--- src/gpx_consts.vh ---
// Constants for the 16-bit I/O expander: register indices, slave address base,
// reset values and field positions. Definitions only.
`ifndef GPX_CONSTS_VH
`define GPX_CONSTS_VH

// Register indices of the port register set (byte address = 4 * index)
`define GPX_IDX_IN0 4'h0
`define GPX_IDX_IN1 4'h1
`define GPX_IDX_OUT0 4'h2
`define GPX_IDX_OUT1 4'h3
`define GPX_IDX_INV0 4'h4
`define GPX_IDX_INV1 4'h5
`define GPX_IDX_CFG0 4'h6
`define GPX_IDX_CFG1 4'h7
// Command pointer, pointed data window, strapped address, interrupts
`define GPX_IDX_CMD 4'h8
`define GPX_IDX_DATA 4'h9
`define GPX_IDX_SADDR 4'hA
`define GPX_IDX_IRQ_STAT 4'hB
`define GPX_IDX_IRQ_MASK 4'hC
`define GPX_IDX_LAST 4'hC

// Reset values
`define GPX_RST_OUT 8'hFF
`define GPX_RST_INV 8'h00
`define GPX_RST_CFG 8'hFF
`define GPX_RST_PTR 3'h0

// Fixed upper part of the 7-bit slave address (value is arbitrary)
`define GPX_SADDR_BASE 4'h4

// Command register fields
`define GPX_CMD_PTR_LSB 0
`define GPX_CMD_PTR_MSB 2
`define GPX_CMD_ADR_LSB 8
`define GPX_CMD_ADR_MSB 14

// Interrupt status bits
`define GPX_IRQ_W 3
`define GPX_IRQ_CHG0 0
`define GPX_IRQ_CHG1 1
`define GPX_IRQ_BADADR 2

`endif

--- src/gpx_port.v ---
// One 8-pin port: pin drive, polarity-corrected input value, and the
// captured copy that the change alert is compared against.
// Assumes pin levels are synchronous to sys_clk_in.
`timescale 1ns/1ps

module gpx_port (
  input wire sys_clk_in,
  input wire arst_n_in,
  input wire [7:0] pins_in,
  input wire [7:0] out_reg_in,
  input wire [7:0] inv_reg_in,
  input wire [7:0] cfg_reg_in,
  input wire capture_in,
  output wire [7:0] pins_out,
  output wire [7:0] pins_oe_out,
  output wire [7:0] in_val_out,
  output wire alert_out
);

  reg [7:0] captured;
  reg primed;

  // Bit n of every register maps to pin n
  assign in_val_out = pins_in ^ inv_reg_in;
  // A set config bit leaves the pin undriven
  assign pins_oe_out = ~cfg_reg_in;
  assign pins_out = out_reg_in;
  assign alert_out = primed & (|(in_val_out ^ captured));

  // Snapshot taken right after reset and at each read of the input register
  always @(posedge sys_clk_in or negedge arst_n_in) begin
    if (!arst_n_in) begin
      captured <= 8'h00;
      primed <= 1'b0;
    end else begin
      primed <= 1'b1;
      if (!primed || capture_in) begin
        captured <= in_val_out;
      end
    end
  end

endmodule // gpx_port

--- src/gpx_irq.v ---
// Sticky interrupt status with write-one-to-clear and a mask.
// Assumes event inputs are single-cycle or level, synchronous to clock.
`timescale 1ns/1ps
`include "gpx_consts.vh"

module gpx_irq (
  input wire sys_clk_in,
  input wire arst_n_in,
  input wire [`GPX_IRQ_W-1:0] event_in,
  input wire stat_wr_in,
  input wire mask_wr_in,
  input wire [`GPX_IRQ_W-1:0] wdata_in,
  output reg [`GPX_IRQ_W-1:0] stat_out,
  output reg [`GPX_IRQ_W-1:0] mask_out,
  output wire irq_out
);

  assign irq_out = |(stat_out & mask_out);

  // A new event wins over a clear in the same cycle
  always @(posedge sys_clk_in or negedge arst_n_in) begin
    if (!arst_n_in) begin
      stat_out <= {`GPX_IRQ_W{1'b0}};
      mask_out <= {`GPX_IRQ_W{1'b0}};
    end else begin
      if (stat_wr_in) begin
        stat_out <= (stat_out & ~wdata_in) | event_in;
      end else begin
        stat_out <= stat_out | event_in;
      end
      if (mask_wr_in) begin
        mask_out <= wdata_in;
      end
    end
  end

endmodule // gpx_irq

--- src/gpx_expander.v ---
// Top of the 16-bit I/O expander: APB register slave, command pointer,
// port register pairs, change alert and interrupt.
// Assumes an APB master on sys_clk_in and synchronous pin inputs.
//
// Overview of operation
// - The alert is active while any pin differs from its captured input value.
// - The alert is open-drain and active low: driven low or released.
// - Reset loads every register default and returns control to idle.
// - After reset all sixteen pins are undriven inputs.
// - The slave address is a fixed part plus three straps; commands must match it.
// - Four pairs of 8-bit registers: direction, input, output, inversion.
// - Pin n of each port maps to bit n of that port's registers.
// - Output pins hold the last written output value until rewritten or reset.
// - A command byte sets a write-only pointer whose low three bits pick a register.
// - Input registers show the pin levels in any direction and ignore writes.
// - An inversion bit of one inverts that pin in the input register.
// - A direction bit of one makes an input, zero drives the output register.
//
// Added by the designer: the register addresses and register access over APB.
`timescale 1ns/1ps
`include "gpx_consts.vh"

module gpx_expander (
  input wire sys_clk_in,
  input wire arst_n_in,
  input wire psel_in,
  input wire penable_in,
  input wire pwrite_in,
  input wire [7:0] paddr_in,
  input wire [31:0] pwdata_in,
  output reg [31:0] prdata_out,
  output wire pready_out,
  output wire pslverr_out,
  input wire addr_strap_0_in,
  input wire addr_strap_1_in,
  input wire addr_strap_2_in,
  input wire [7:0] low_port_pins_in,
  output wire [7:0] low_port_pins_out,
  output wire [7:0] low_port_pins_oe_out,
  input wire [7:0] high_port_pins_in,
  output wire [7:0] high_port_pins_out,
  output wire [7:0] high_port_pins_oe_out,
  input wire alert_n_in,
  output wire alert_n_out,
  output wire alert_n_oe_out,
  output wire irq_out
);

  reg [7:0] out0;
  reg [7:0] out1;
  reg [7:0] inv0;
  reg [7:0] inv1;
  reg [7:0] cfg0;
  reg [7:0] cfg1;
  reg [2:0] ptr;
  reg [6:0] strap_addr;
  reg alert0_d;
  reg alert1_d;

  wire [7:0] in0;
  wire [7:0] in1;
  wire alert0;
  wire alert1;
  wire [3:0] idx;
  wire mapped;
  wire setup_ph;
  wire access_ph;
  wire wr_acc;
  wire rd_acc;
  wire [3:0] eff_idx;
  wire port_sel;
  wire [2:0] port_idx;
  wire [`GPX_IRQ_W-1:0] irq_stat;
  wire [`GPX_IRQ_W-1:0] irq_mask;
  wire [`GPX_IRQ_W-1:0] irq_events;
  wire cmd_wr;
  wire cmd_match;

  // Byte address is four times the register index
  assign idx = paddr_in[5:2];
  assign mapped = (paddr_in[1:0] == 2'b00) && (paddr_in[7:6] == 2'b00) &&
                  (idx <= `GPX_IDX_LAST);
  assign setup_ph = psel_in & ~penable_in;
  assign access_ph = psel_in & penable_in;
  assign pready_out = 1'b1;
  assign pslverr_out = access_ph & ~mapped;
  assign wr_acc = access_ph & pwrite_in & mapped;
  assign rd_acc = access_ph & ~pwrite_in & mapped;

  // The data window reaches the register chosen by the pointer
  assign eff_idx = (idx == `GPX_IDX_DATA) ? {1'b0, ptr} : idx;
  assign port_sel = (eff_idx <= `GPX_IDX_CFG1);
  assign port_idx = eff_idx[2:0];

  // Byte read of one of the eight port registers
  function [7:0] port_byte;
    input [2:0] sel;
    begin
      case (sel)
        3'h0: port_byte = in0;
        3'h1: port_byte = in1;
        3'h2: port_byte = out0;
        3'h3: port_byte = out1;
        3'h4: port_byte = inv0;
        3'h5: port_byte = inv1;
        3'h6: port_byte = cfg0;
        3'h7: port_byte = cfg1;
        default: port_byte = 8'h00;
      endcase
    end
  endfunction

  // Write strobe for one port register index
  function port_wr;
    input [2:0] sel;
    begin
      port_wr = wr_acc && port_sel && (port_idx == sel);
    end
  endfunction

  // Strapped address, resampled from the straps on every clock after reset release
  always @(posedge sys_clk_in or negedge arst_n_in) begin
    if (!arst_n_in) begin
      strap_addr <= 7'h00;
    end else begin
      strap_addr <= {`GPX_SADDR_BASE, addr_strap_2_in, addr_strap_1_in,
                     addr_strap_0_in};
    end
  end

  // Command write: address field must match the strapped address
  assign cmd_wr = wr_acc && (idx == `GPX_IDX_CMD);
  assign cmd_match = (pwdata_in[`GPX_CMD_ADR_MSB:`GPX_CMD_ADR_LSB] ==
                      strap_addr);

  // Register file; input registers have no storage and take no writes
  always @(posedge sys_clk_in or negedge arst_n_in) begin
    if (!arst_n_in) begin
      out0 <= `GPX_RST_OUT;
      out1 <= `GPX_RST_OUT;
      inv0 <= `GPX_RST_INV;
      inv1 <= `GPX_RST_INV;
      cfg0 <= `GPX_RST_CFG;
      cfg1 <= `GPX_RST_CFG;
      ptr <= `GPX_RST_PTR;
    end else begin
      if (cmd_wr && cmd_match) begin
        ptr <= pwdata_in[`GPX_CMD_PTR_MSB:`GPX_CMD_PTR_LSB];
      end
      if (port_wr(3'h2)) begin
        out0 <= pwdata_in[7:0];
      end
      if (port_wr(3'h3)) begin
        out1 <= pwdata_in[7:0];
      end
      if (port_wr(3'h4)) begin
        inv0 <= pwdata_in[7:0];
      end
      if (port_wr(3'h5)) begin
        inv1 <= pwdata_in[7:0];
      end
      if (port_wr(3'h6)) begin
        cfg0 <= pwdata_in[7:0];
      end
      if (port_wr(3'h7)) begin
        cfg1 <= pwdata_in[7:0];
      end
    end
  end

  // Read data is latched in the setup cycle and stands through access
  always @(posedge sys_clk_in or negedge arst_n_in) begin
    if (!arst_n_in) begin
      prdata_out <= 32'h0000_0000;
    end else if (setup_ph && !pwrite_in) begin
      if (!mapped) begin
        prdata_out <= 32'h0000_0000;
      end else if (port_sel) begin
        prdata_out <= {24'h00_0000, port_byte(port_idx)};
      end else begin
        case (idx)
          `GPX_IDX_SADDR: prdata_out <= {25'h000_0000, strap_addr};
          `GPX_IDX_IRQ_STAT: prdata_out <= {29'h0000_0000, irq_stat};
          `GPX_IDX_IRQ_MASK: prdata_out <= {29'h0000_0000, irq_mask};
          default: prdata_out <= 32'h0000_0000; // Pointer is write-only
        endcase
      end
    end
  end

  gpx_port u_port0 (
    .sys_clk_in(sys_clk_in),
    .arst_n_in(arst_n_in),
    .pins_in(low_port_pins_in),
    .out_reg_in(out0),
    .inv_reg_in(inv0),
    .cfg_reg_in(cfg0),
    .capture_in(rd_acc && (eff_idx == `GPX_IDX_IN0)),
    .pins_out(low_port_pins_out),
    .pins_oe_out(low_port_pins_oe_out),
    .in_val_out(in0),
    .alert_out(alert0)
  );

  gpx_port u_port1 (
    .sys_clk_in(sys_clk_in),
    .arst_n_in(arst_n_in),
    .pins_in(high_port_pins_in),
    .out_reg_in(out1),
    .inv_reg_in(inv1),
    .cfg_reg_in(cfg1),
    .capture_in(rd_acc && (eff_idx == `GPX_IDX_IN1)),
    .pins_out(high_port_pins_out),
    .pins_oe_out(high_port_pins_oe_out),
    .in_val_out(in1),
    .alert_out(alert1)
  );

  // Alert pin: pulled low while asserted, released otherwise
  assign alert_n_out = 1'b0;
  assign alert_n_oe_out = alert0 | alert1;

  // Change events on the rising edge of each port's alert
  always @(posedge sys_clk_in or negedge arst_n_in) begin
    if (!arst_n_in) begin
      alert0_d <= 1'b0;
      alert1_d <= 1'b0;
    end else begin
      alert0_d <= alert0;
      alert1_d <= alert1;
    end
  end

  assign irq_events = {cmd_wr & ~cmd_match, alert1 & ~alert1_d,
                       alert0 & ~alert0_d};

  gpx_irq u_irq (
    .sys_clk_in(sys_clk_in),
    .arst_n_in(arst_n_in),
    .event_in(irq_events),
    .stat_wr_in(wr_acc && (idx == `GPX_IDX_IRQ_STAT)),
    .mask_wr_in(wr_acc && (idx == `GPX_IDX_IRQ_MASK)),
    .wdata_in(pwdata_in[`GPX_IRQ_W-1:0]),
    .stat_out(irq_stat),
    .mask_out(irq_mask),
    .irq_out(irq_out)
  );

endmodule // gpx_expander

--- config.mk ---
export PLATFORM = sky130hd
export DESIGN_NAME = gpx_expander
export DESIGN_NICKNAME = d
export VERILOG_FILES = /design/src/gpx_port.v /design/src/gpx_irq.v /design/src/gpx_expander.v
export VERILOG_INCLUDE_DIRS = /design/src /design/src/src
export SDC_FILE = /design/constraint.sdc
export NUM_CORES = 1
export LEC_CHECK = 0
export ABC_AREA = 1
export BUFFER_PORTS_ARGS = -buffer_cell sky130_fd_sc_hd__buf_2
export CAP_MARGIN = 30
export CORE_UTILIZATION = 41
export DETAILED_ROUTE_END_ITERATION = 10
export HOLD_SLACK_MARGIN = 0.06
export MAX_ROUTING_LAYER = met4
export SLEW_MARGIN = 20
export SYNTH_ARGS = -nofsm -noshare
export SYNTH_HDL_FRONTEND = slang
export SYNTH_SLANG_ARGS = --single-unit
--- constraint.sdc ---
create_clock -name sys_clk_in -period 2.06 [get_ports sys_clk_in]
set_input_delay 0.309 -clock sys_clk_in [delete_from_list [all_inputs] [get_ports sys_clk_in]]
set_output_delay 0.309 -clock sys_clk_in [all_outputs]
set_load 0.03 [all_outputs]
==> impl_table.tex, run 1 <==
\begin{tabular}{lr}
\hline
Metric & Value \\
\hline
\multicolumn{2}{l}{\textbf{CTS}} \\
H-tree levels & 3 \\
Number of CTS-inserted buffers & 9 \\
Clock slew seen by the registers of the worst setup and hold paths & 70 ps \\
Worst skew pair latency & 350 ps \\
Clock tree from TritonCTS & yes \\
CTS sink count & 87 \\
Root Buffer & clkbuf\_16 \\
Number of buffers on the longest clock path & 2 \\
\multicolumn{2}{l}{\textbf{Setup path}} \\
Required time at the worst-slack endpoint & 1750 ps \\
Cells along the critical path & xnor2\_2 > inv\_1 > nand2\_1 > nand4\_1 > nor2\_1 > nand4\_1 > nand2\_1 > nand2\_1 > buf\_6 \\
Path type of the worst setup path & flip-flop to output pin \\
Highest cell delay on the worst timing path & 410 ps \\
Slowest stage cell, crit path & dfrtp\_1 \\
Worst path most repeated cell & nand2\_1 \\
Critical Path Sink Type & output pin \\
Bufs and invs on worst path & 2 \\
Data arrival time at the worst-slack endpoint & 1850 ps \\
Highest net fanout along the worst path & 2 \\
Family with the most delay on the worst path & simple AND/OR/NAND/NOR gates \\
Startpoint type of the worst setup path & flip-flop \\
\multicolumn{2}{l}{\textbf{Timing}} \\
Final Hold Vio Count & 0 \\
Max\_slew headroom & 63.5\% \\
Smallest setup slack after layout & -96.0 ps \\
Total negative slack & -96.0 ps \\
RSZ-0062 raised after global routing & yes \\
Slew of the pin with the lowest slew margin & 543 ps \\
Max Clock Freq & 0.464 GHz \\
Max Slew Vio Count & 0 \\
Clock period minus final worst setup slack & 2160 ps \\
Final Cycle Share & 105\% \\
Clock Skews & 7.25 ps \\
Final count of negative-setup-slack endpoints & 1 \\
Final hold slack & 295 ps \\
\multicolumn{2}{l}{\textbf{Die}} \\
Starting Density & 42.0\% \\
Core area & 12000 um\^{}2 \\
Die Footprint & 12700 um\^{}2 \\
Number of core rows & 40 \\
Die extent in y & 113 um \\
Num ports & 134 \\
Die Width & 113 um \\
\multicolumn{2}{l}{\textbf{Layout}} \\
Share of final-layout standard cells stronger than drive strength 1 & 28.6\% \\
Summed area of non-filler cells in the final layout & 6110 um\^{}2 \\
Antenna cells & 0 \\
Post-synthesis to final-layout area growth & 21.6\% \\
Final net count & 840 \\
Number of fill cells & 1181 \\
\multicolumn{2}{l}{\textbf{Global route}} \\
Overall track demand over capacity in global routing & 23.2\% \\
Initial antenna violation count & 0 \\
Maximum number of pins on one net before global-route repair & 37 \\
Remaining global-route overflow & 0 \\
Wire length of the first global-routing pass & 22000 um \\
Via count of the first global-routing pass & 4446 \\
\multicolumn{2}{l}{\textbf{Routing}} \\
Post-route antenna net violation count & 0 \\
DRC viols & 0 \\
Final wirelength & 13200 um \\
Initial DRC count & 199 \\
Routed via count divided by cell count & 4.92 \\
First-pass DRT Iterations & 5 \\
Vias after detailed routing & 4558 \\
Detailed-route wire length per cell & 14.2 um \\
\multicolumn{2}{l}{\textbf{Outcome}} \\
Run status & finished, violations left \\
Violations in the final reports & negative setup slack \\
\multicolumn{2}{l}{\textbf{Synth}} \\
Post-synthesis sequential area ratio & 44.1\% \\
Synth warn & 0 \\
Avg Cell Area, Syn & 7.62 um\^{}2 \\
Distinct cell type count after synthesis & 30 \\
\#FFs+latches synth & 87 \\
Gate count of the mapped netlist & 659 \\
Total standard cell area after synthesis & 5020 um\^{}2 \\
\multicolumn{2}{l}{\textbf{Power}} \\
Pwr dens & 676 nW/um\^{}2 \\
Maximum ir drop on the vdd rail & 416 uV \\
Total leakage power & 3.06 nW \\
\multicolumn{2}{l}{\textbf{Placement}} \\
Detailed placement HPWL & 10000 um \\
Count of input and output buffers & 89 \\
Routability-driven placement congestion ratio & 0.929 \\
Placement Setup Slack & 113 ps \\
Area after DPL & 5580 um\^{}2 \\
\multicolumn{2}{l}{\textbf{Flow run}} \\
Reported max-cap violation count & 0 \\
\multicolumn{2}{l}{\textbf{Min path}} \\
Worst min-delay path category & input port to flip-flop \\
\hline
\end{tabular}
-- worst register-to-register path, delay by kind of cell (launching register included) --
kind / cells / cell delay (ps)
buffers and inverters: 6 / 660
flip-flops: 1 / 400
AND/OR/NAND/NOR: 5 / 640
XOR/XNOR: 1 / 140
-- through the flow --
step,instances,utilization [%],total power [mW]
after global placement,897,46.7,2.35
after CTS,925,50.3,4.15
after detailed placement,897,46.7,2.37
final,927,51.1,4.13
after floorplan,684,-,2.21
after global routing,927,51.1,4.30
-- cells in the mapped netlist (all sizes together) --
library cell | number | area (um^2)
nand2 | 227 | 895
inv | 76 | 285
o21ai | 71 | 374
dfrtp | 55 | 1380
nor2 | 48 | 235
buf | 39 | 322
nand3 | 37 | 185
dfstp | 32 | 841
nand4 | 17 | 106
xor2 | 16 | 140
xnor2 | 10 | 87.6
a21oi | 9 | 45.0
nor3 | 5 | 30.0
or2 | 5 | 31.3
o21a | 3 | 22.5
clkbuf | 2 | 7.51
conb | 2 | 7.51
nor4 | 2 | 12.5
o211ai | 1 | 7.51
o21bai | 1 | 7.51
o22ai | 1 | 6.26
-- final timing paths --
check,start,cells after the start,slack [ps],to
setup reg to reg,inv1[0]$_DFFE_PN0P_,12,170,alert1_d$_DFF_PN0_
min in group asynchronous,arst_n_in,2,460,ptr[2]$_DFFE_PN0P_
max in group asynchronous,arst_n_in,3,990,u_irq.mask_out[1]$_DFFE_PN0P_
hold reg to reg,alert0_d$_DFF_PN0_,1,440,u_irq.stat_out[0]$_DFF_PN0_
setup / recovery,inv1[6]$_DFFE_PN0P_,9,-100,alert_n_oe_out
hold / removal,low_port_pins_in[3],4,290,u_port0.captured[3]$_DFFE_PN0P_
-- routing by layer --
layer	global-route usage (%)	share of wire (%)	vias to the layer above
li1	-	-	2261
met1	30.4	46	2117
met2	36.6	46	160
met3	4.23	6.1	20
met4	7.02	1.5	0
met5	-	0	-
-- flip-flops by register name, indices dropped and copies added, names as in the netlist, 3 cells and up --
name,flops
cfg0,8
cfg1,8
inv0,8
inv1,8
out0,8
out1,8
prdata_out,8
ptr,3
strap_addr,4
u_irq.mask_out,3
u_irq.stat_out,3
u_port0.captured,8
u_port1.captured,8
-- cell usage in the layout, fill, tap and decap left out, types with 2 or more instances in the layout --
cell           Yosys  final
xnor2_2            0      6
buf_12             0      2
buf_2              2     87
nor2_4             5      5
nor3_1             4      4
dfrtp_2            0      2
xnor2_1           10      4
dfrtp_1           55     53
nor2_2             7      7
nand2_2           17     21
inv_1             74     73
o21ai_2            5      5
inv_4              0      2
nand2_1          210    205
a21oi_1            9      9
conb_1             2     27
o21a_1             3      3
nand4_1           17     17
nor2_1            36     36
xor2_1            16     14
nand3_1           37     37
buf_4             28     27
dfstp_2           32     32
clkbuf_16          0     10
inv_2              2      3
or2_2              5      4
nor4_1             2      2
xor2_2             0      2
o21ai_1           44     44
dlygate4sd3_1      0      4
o21ai_0           22     22
-- logic make-up (layout without fill, tap and decap cells) --
| logic type | Yosys count | after routing | synth area share [%] |
|---|---|---|---|
| and+or+nand+nor | 341 | 341 | 29.8 |
| xor gates and xnor gates | 26 | 26 | 4.53 |
| buffers and inverters | 117 | 213 | 12.2 |
| DFF | 87 | 87 | 44.1 |
| AOI/OAI and AO/OA | 86 | 86 | 9.21 |
| other | 2 | 27 | 0.149 |
-- power by group --
part / internal (mW) / switching [mW]
Clock: 1.05 / 0.705
Combinational: 0.185 / 0.377
Sequential: 1.77 / 0.0367
Total: 3.01 / 1.12
-- cell type report --
class                      count  area, um^2  share of cell area (%)
tap                          147         184                    3.01
sequential                    87        2220                    36.3
clock buffer                  11         264                    4.32
inverter                      76         285                    4.67
clock inverter                 5        60.1                   0.983
multi-input combinational    480        2370                    38.7
timing repair buffer         121         729                    11.9
-- repair_timing --
item	CTS	global route
setup endpoints to repair	1	2
hold endpoints to repair	9	0
pin swaps	4	6
buffers inserted	8	3
gates resized for setup	4	16
hold buffers	4	0
No activity file was read; power rests on OpenSTA's default activity.
==> run 2: changes to the inputs <==
Settings changed: CTS_CLUSTER_DIAMETER from default to 120, SETUP_SLACK_MARGIN from default to 0.4.
==> run 2 against run 1 <==
Effect of this change:
- the run still ends with negative setup slack left
- global-route usage grew 0.084 points
- count of clock-buffer cells in the layout is the same
- fmax shrank 0.14%
- largest power group unchanged
- critical path type unchanged
==> impl_table.tex, run 2 (synthesized netlist as in run 1, its figures left out) <==
\begin{tabular}{lr}
\hline
Metric & Value \\
\hline
\multicolumn{2}{l}{\textbf{Global route}} \\
Initial antenna violation count & 0 \\
Wire length of the first global-routing pass & 22100 um \\
Via count of the first global-routing pass & 4445 \\
Remaining global-route overflow & 0 \\
Maximum number of pins on one net before global-route repair & 37 \\
Met3 track utilization from global routing & 4.23\% \\
Overall track demand over capacity in global routing & 23.2\% \\
Met1 Resource Use GR & 30.6\% \\
Met2 layer usage reported by global route & 36.6\% \\
Global routing's busiest layer & met2 \\
\multicolumn{2}{l}{\textbf{CTS}} \\
Root Buffer & clkbuf\_16 \\
Worst skew pair latency & 350 ps \\
H-tree levels & 3 \\
CTS sink count & 87 \\
Clock tree from TritonCTS & yes \\
Number of buffers on the longest clock path & 2 \\
Clock slew seen by the registers of the worst setup and hold paths & 70 ps \\
Number of CTS-inserted buffers & 9 \\
\multicolumn{2}{l}{\textbf{Timing}} \\
Clock period minus final worst setup slack & 2160 ps \\
RSZ-0062 raised after global routing & yes \\
Max Slew Vio Count & 0 \\
Final count of negative-setup-slack endpoints & 1 \\
Total negative slack & -99.0 ps \\
Smallest setup slack after layout & -99.0 ps \\
Max Clock Freq & 0.463 GHz \\
Clock Skews & 7.63 ps \\
Final Hold Vio Count & 0 \\
Final Cycle Share & 105\% \\
Final hold slack & 293 ps \\
\multicolumn{2}{l}{\textbf{Die}} \\
Starting Density & 42.0\% \\
Die Width & 113 um \\
Die Footprint & 12700 um\^{}2 \\
Die extent in y & 113 um \\
Number of core rows & 40 \\
Core area & 12000 um\^{}2 \\
Num ports & 134 \\
\multicolumn{2}{l}{\textbf{Min path}} \\
Worst min-delay path category & input port to flip-flop \\
\multicolumn{2}{l}{\textbf{Power}} \\
Overall power of the completed layout & 4.15 mW \\
Pwr dens & 668 nW/um\^{}2 \\
Maximum ir drop on the vdd rail & 417 uV \\
Total leakage power & 3.12 nW \\
\multicolumn{2}{l}{\textbf{Placement}} \\
Detailed placement HPWL & 10000 um \\
Routability-driven placement congestion ratio & 0.929 \\
Count of input and output buffers & 89 \\
Placement Setup Slack & 113 ps \\
Area after DPL & 5580 um\^{}2 \\
\multicolumn{2}{l}{\textbf{Routing}} \\
Detailed-route wire length per cell & 14.4 um \\
First-pass DRT Iterations & 5 \\
Routed via count divided by cell count & 4.90 \\
DRC viols & 0 \\
Final wirelength & 13400 um \\
Initial DRC count & 214 \\
Vias after detailed routing & 4562 \\
Post-route antenna net violation count & 0 \\
\multicolumn{2}{l}{\textbf{Layout}} \\
Multi-input combinational cell area & 2420 um\^{}2 \\
Total area of sequential cells & 2220 um\^{}2 \\
Number of fill cells & 1167 \\
Post-synthesis to final-layout area growth & 23.7\% \\
Summed area of non-filler cells in the final layout & 6210 um\^{}2 \\
Final net count & 844 \\
Most common cell after layout, fill and taps aside & nand2\_1 \\
Most frequent cells in the layout & 204 x nand2\_1, 87 x buf\_2, 73 x inv\_1, 54 x dfrtp\_1, 44 x o21ai\_1 \\
Antenna cells & 0 \\
Share of final-layout standard cells stronger than drive strength 1 & 29.3\% \\
\multicolumn{2}{l}{\textbf{Setup path}} \\
Path type of the worst setup path & flip-flop to output pin \\
Data arrival time at the worst-slack endpoint & 1850 ps \\
Startpoint type of the worst setup path & flip-flop \\
Critical Path Sink Type & output pin \\
Required time at the worst-slack endpoint & 1750 ps \\
Highest net fanout along the worst path & 2 \\
\multicolumn{2}{l}{\textbf{Outcome}} \\
Run status & finished, violations left \\
Violations in the final reports & negative setup slack \\
\multicolumn{2}{l}{\textbf{Flow run}} \\
Reported max-cap violation count & 0 \\
\hline
\end{tabular}
run 2: cell count changes in the layout (fill, tap and decap cells not counted), moves of 2 or more:
| cell | delta |
|---|---|
| buf_6 | +5 |
| nand3_1 | -3 |
| xnor2_2 | -3 |
| xnor2_1 | +3 |
| nor2_4 | +3 |
| nand2_2 | -6 |
| nor2_1 | -2 |
| nand2_4 | +7 |
| nand3_2 | +3 |
run 2: layout make-up:
cell class | count | area share (%)
inverter | 76 | 4.59
clock buffer | 11 | 4.25
sequential | 87 | 35.7
timing repair buffer | 125 | 12.5
tap | 147 | 2.96
multi-input combinational | 480 | 39.0
clock inverter | 5 | 0.967
run 2: report_power, final:
group,internal (mW),switching [mW]
Clock,1.05,0.707
Combinational,0.195,0.387
Sequential,1.77,0.0367
run 2: worst max-delay path, stage by stage, from the launching register on:
cell and delay [ps]:
dfrtp_1 410, xnor2_2 180, inv_1 70, nand2_1 60, nand4_1 120, nor2_1 140
nand4_1 170, nand2_1 130, nand2_1 70, buf_6 140
run 2: path summary, 6_finish.rpt:
| path | startpoint | to | slack (ps) | cells past startpoint |
|---|---|---|---|---|
| setup / recovery | inv1[6]$_DFFE_PN0P_ | alert_n_oe_out | -100 | 9 |
| hold reg to reg | alert0_d$_DFF_PN0_ | u_irq.stat_out[0]$_DFF_PN0_ | 440 | 1 |
| setup reg to reg | inv1[6]$_DFFE_PN0P_ | alert1_d$_DFF_PN0_ | 120 | 14 |
| min in group asynchronous | arst_n_in | ptr[2]$_DFFE_PN0P_ | 460 | 2 |
| hold / removal | low_port_pins_in[3] | u_port0.captured[3]$_DFFE_PN0P_ | 290 | 4 |
| max in group asynchronous | arst_n_in | ptr[0]$_DFFE_PN0P_ | 990 | 3 |
run 2: what timing repair did:
item	in CTS	in global routing
buffers inserted	8	6
setup endpoints to repair	5	71
hold buffers	4	0
gates resized for setup	13	25
pin swaps	6	6
endpoints found under the hold margin	9	0
run 2: layer usage:
metal | wire length (um) | share of wire (%)
met5 | 0 | 0
met4 | 194 | 1.4
met3 | 748 | 5.6
met2 | 6210 | 46
met1 | 6240 | 47
run 2: stage by stage:
stage	utilization (%)	cells
3_5_place_dp	46.7	897
4_1_cts	50.6	925
5_1_grt	51.9	931
2_1_floorplan	-	684
3_3_place_gp	46.7	897
6_report	51.9	931
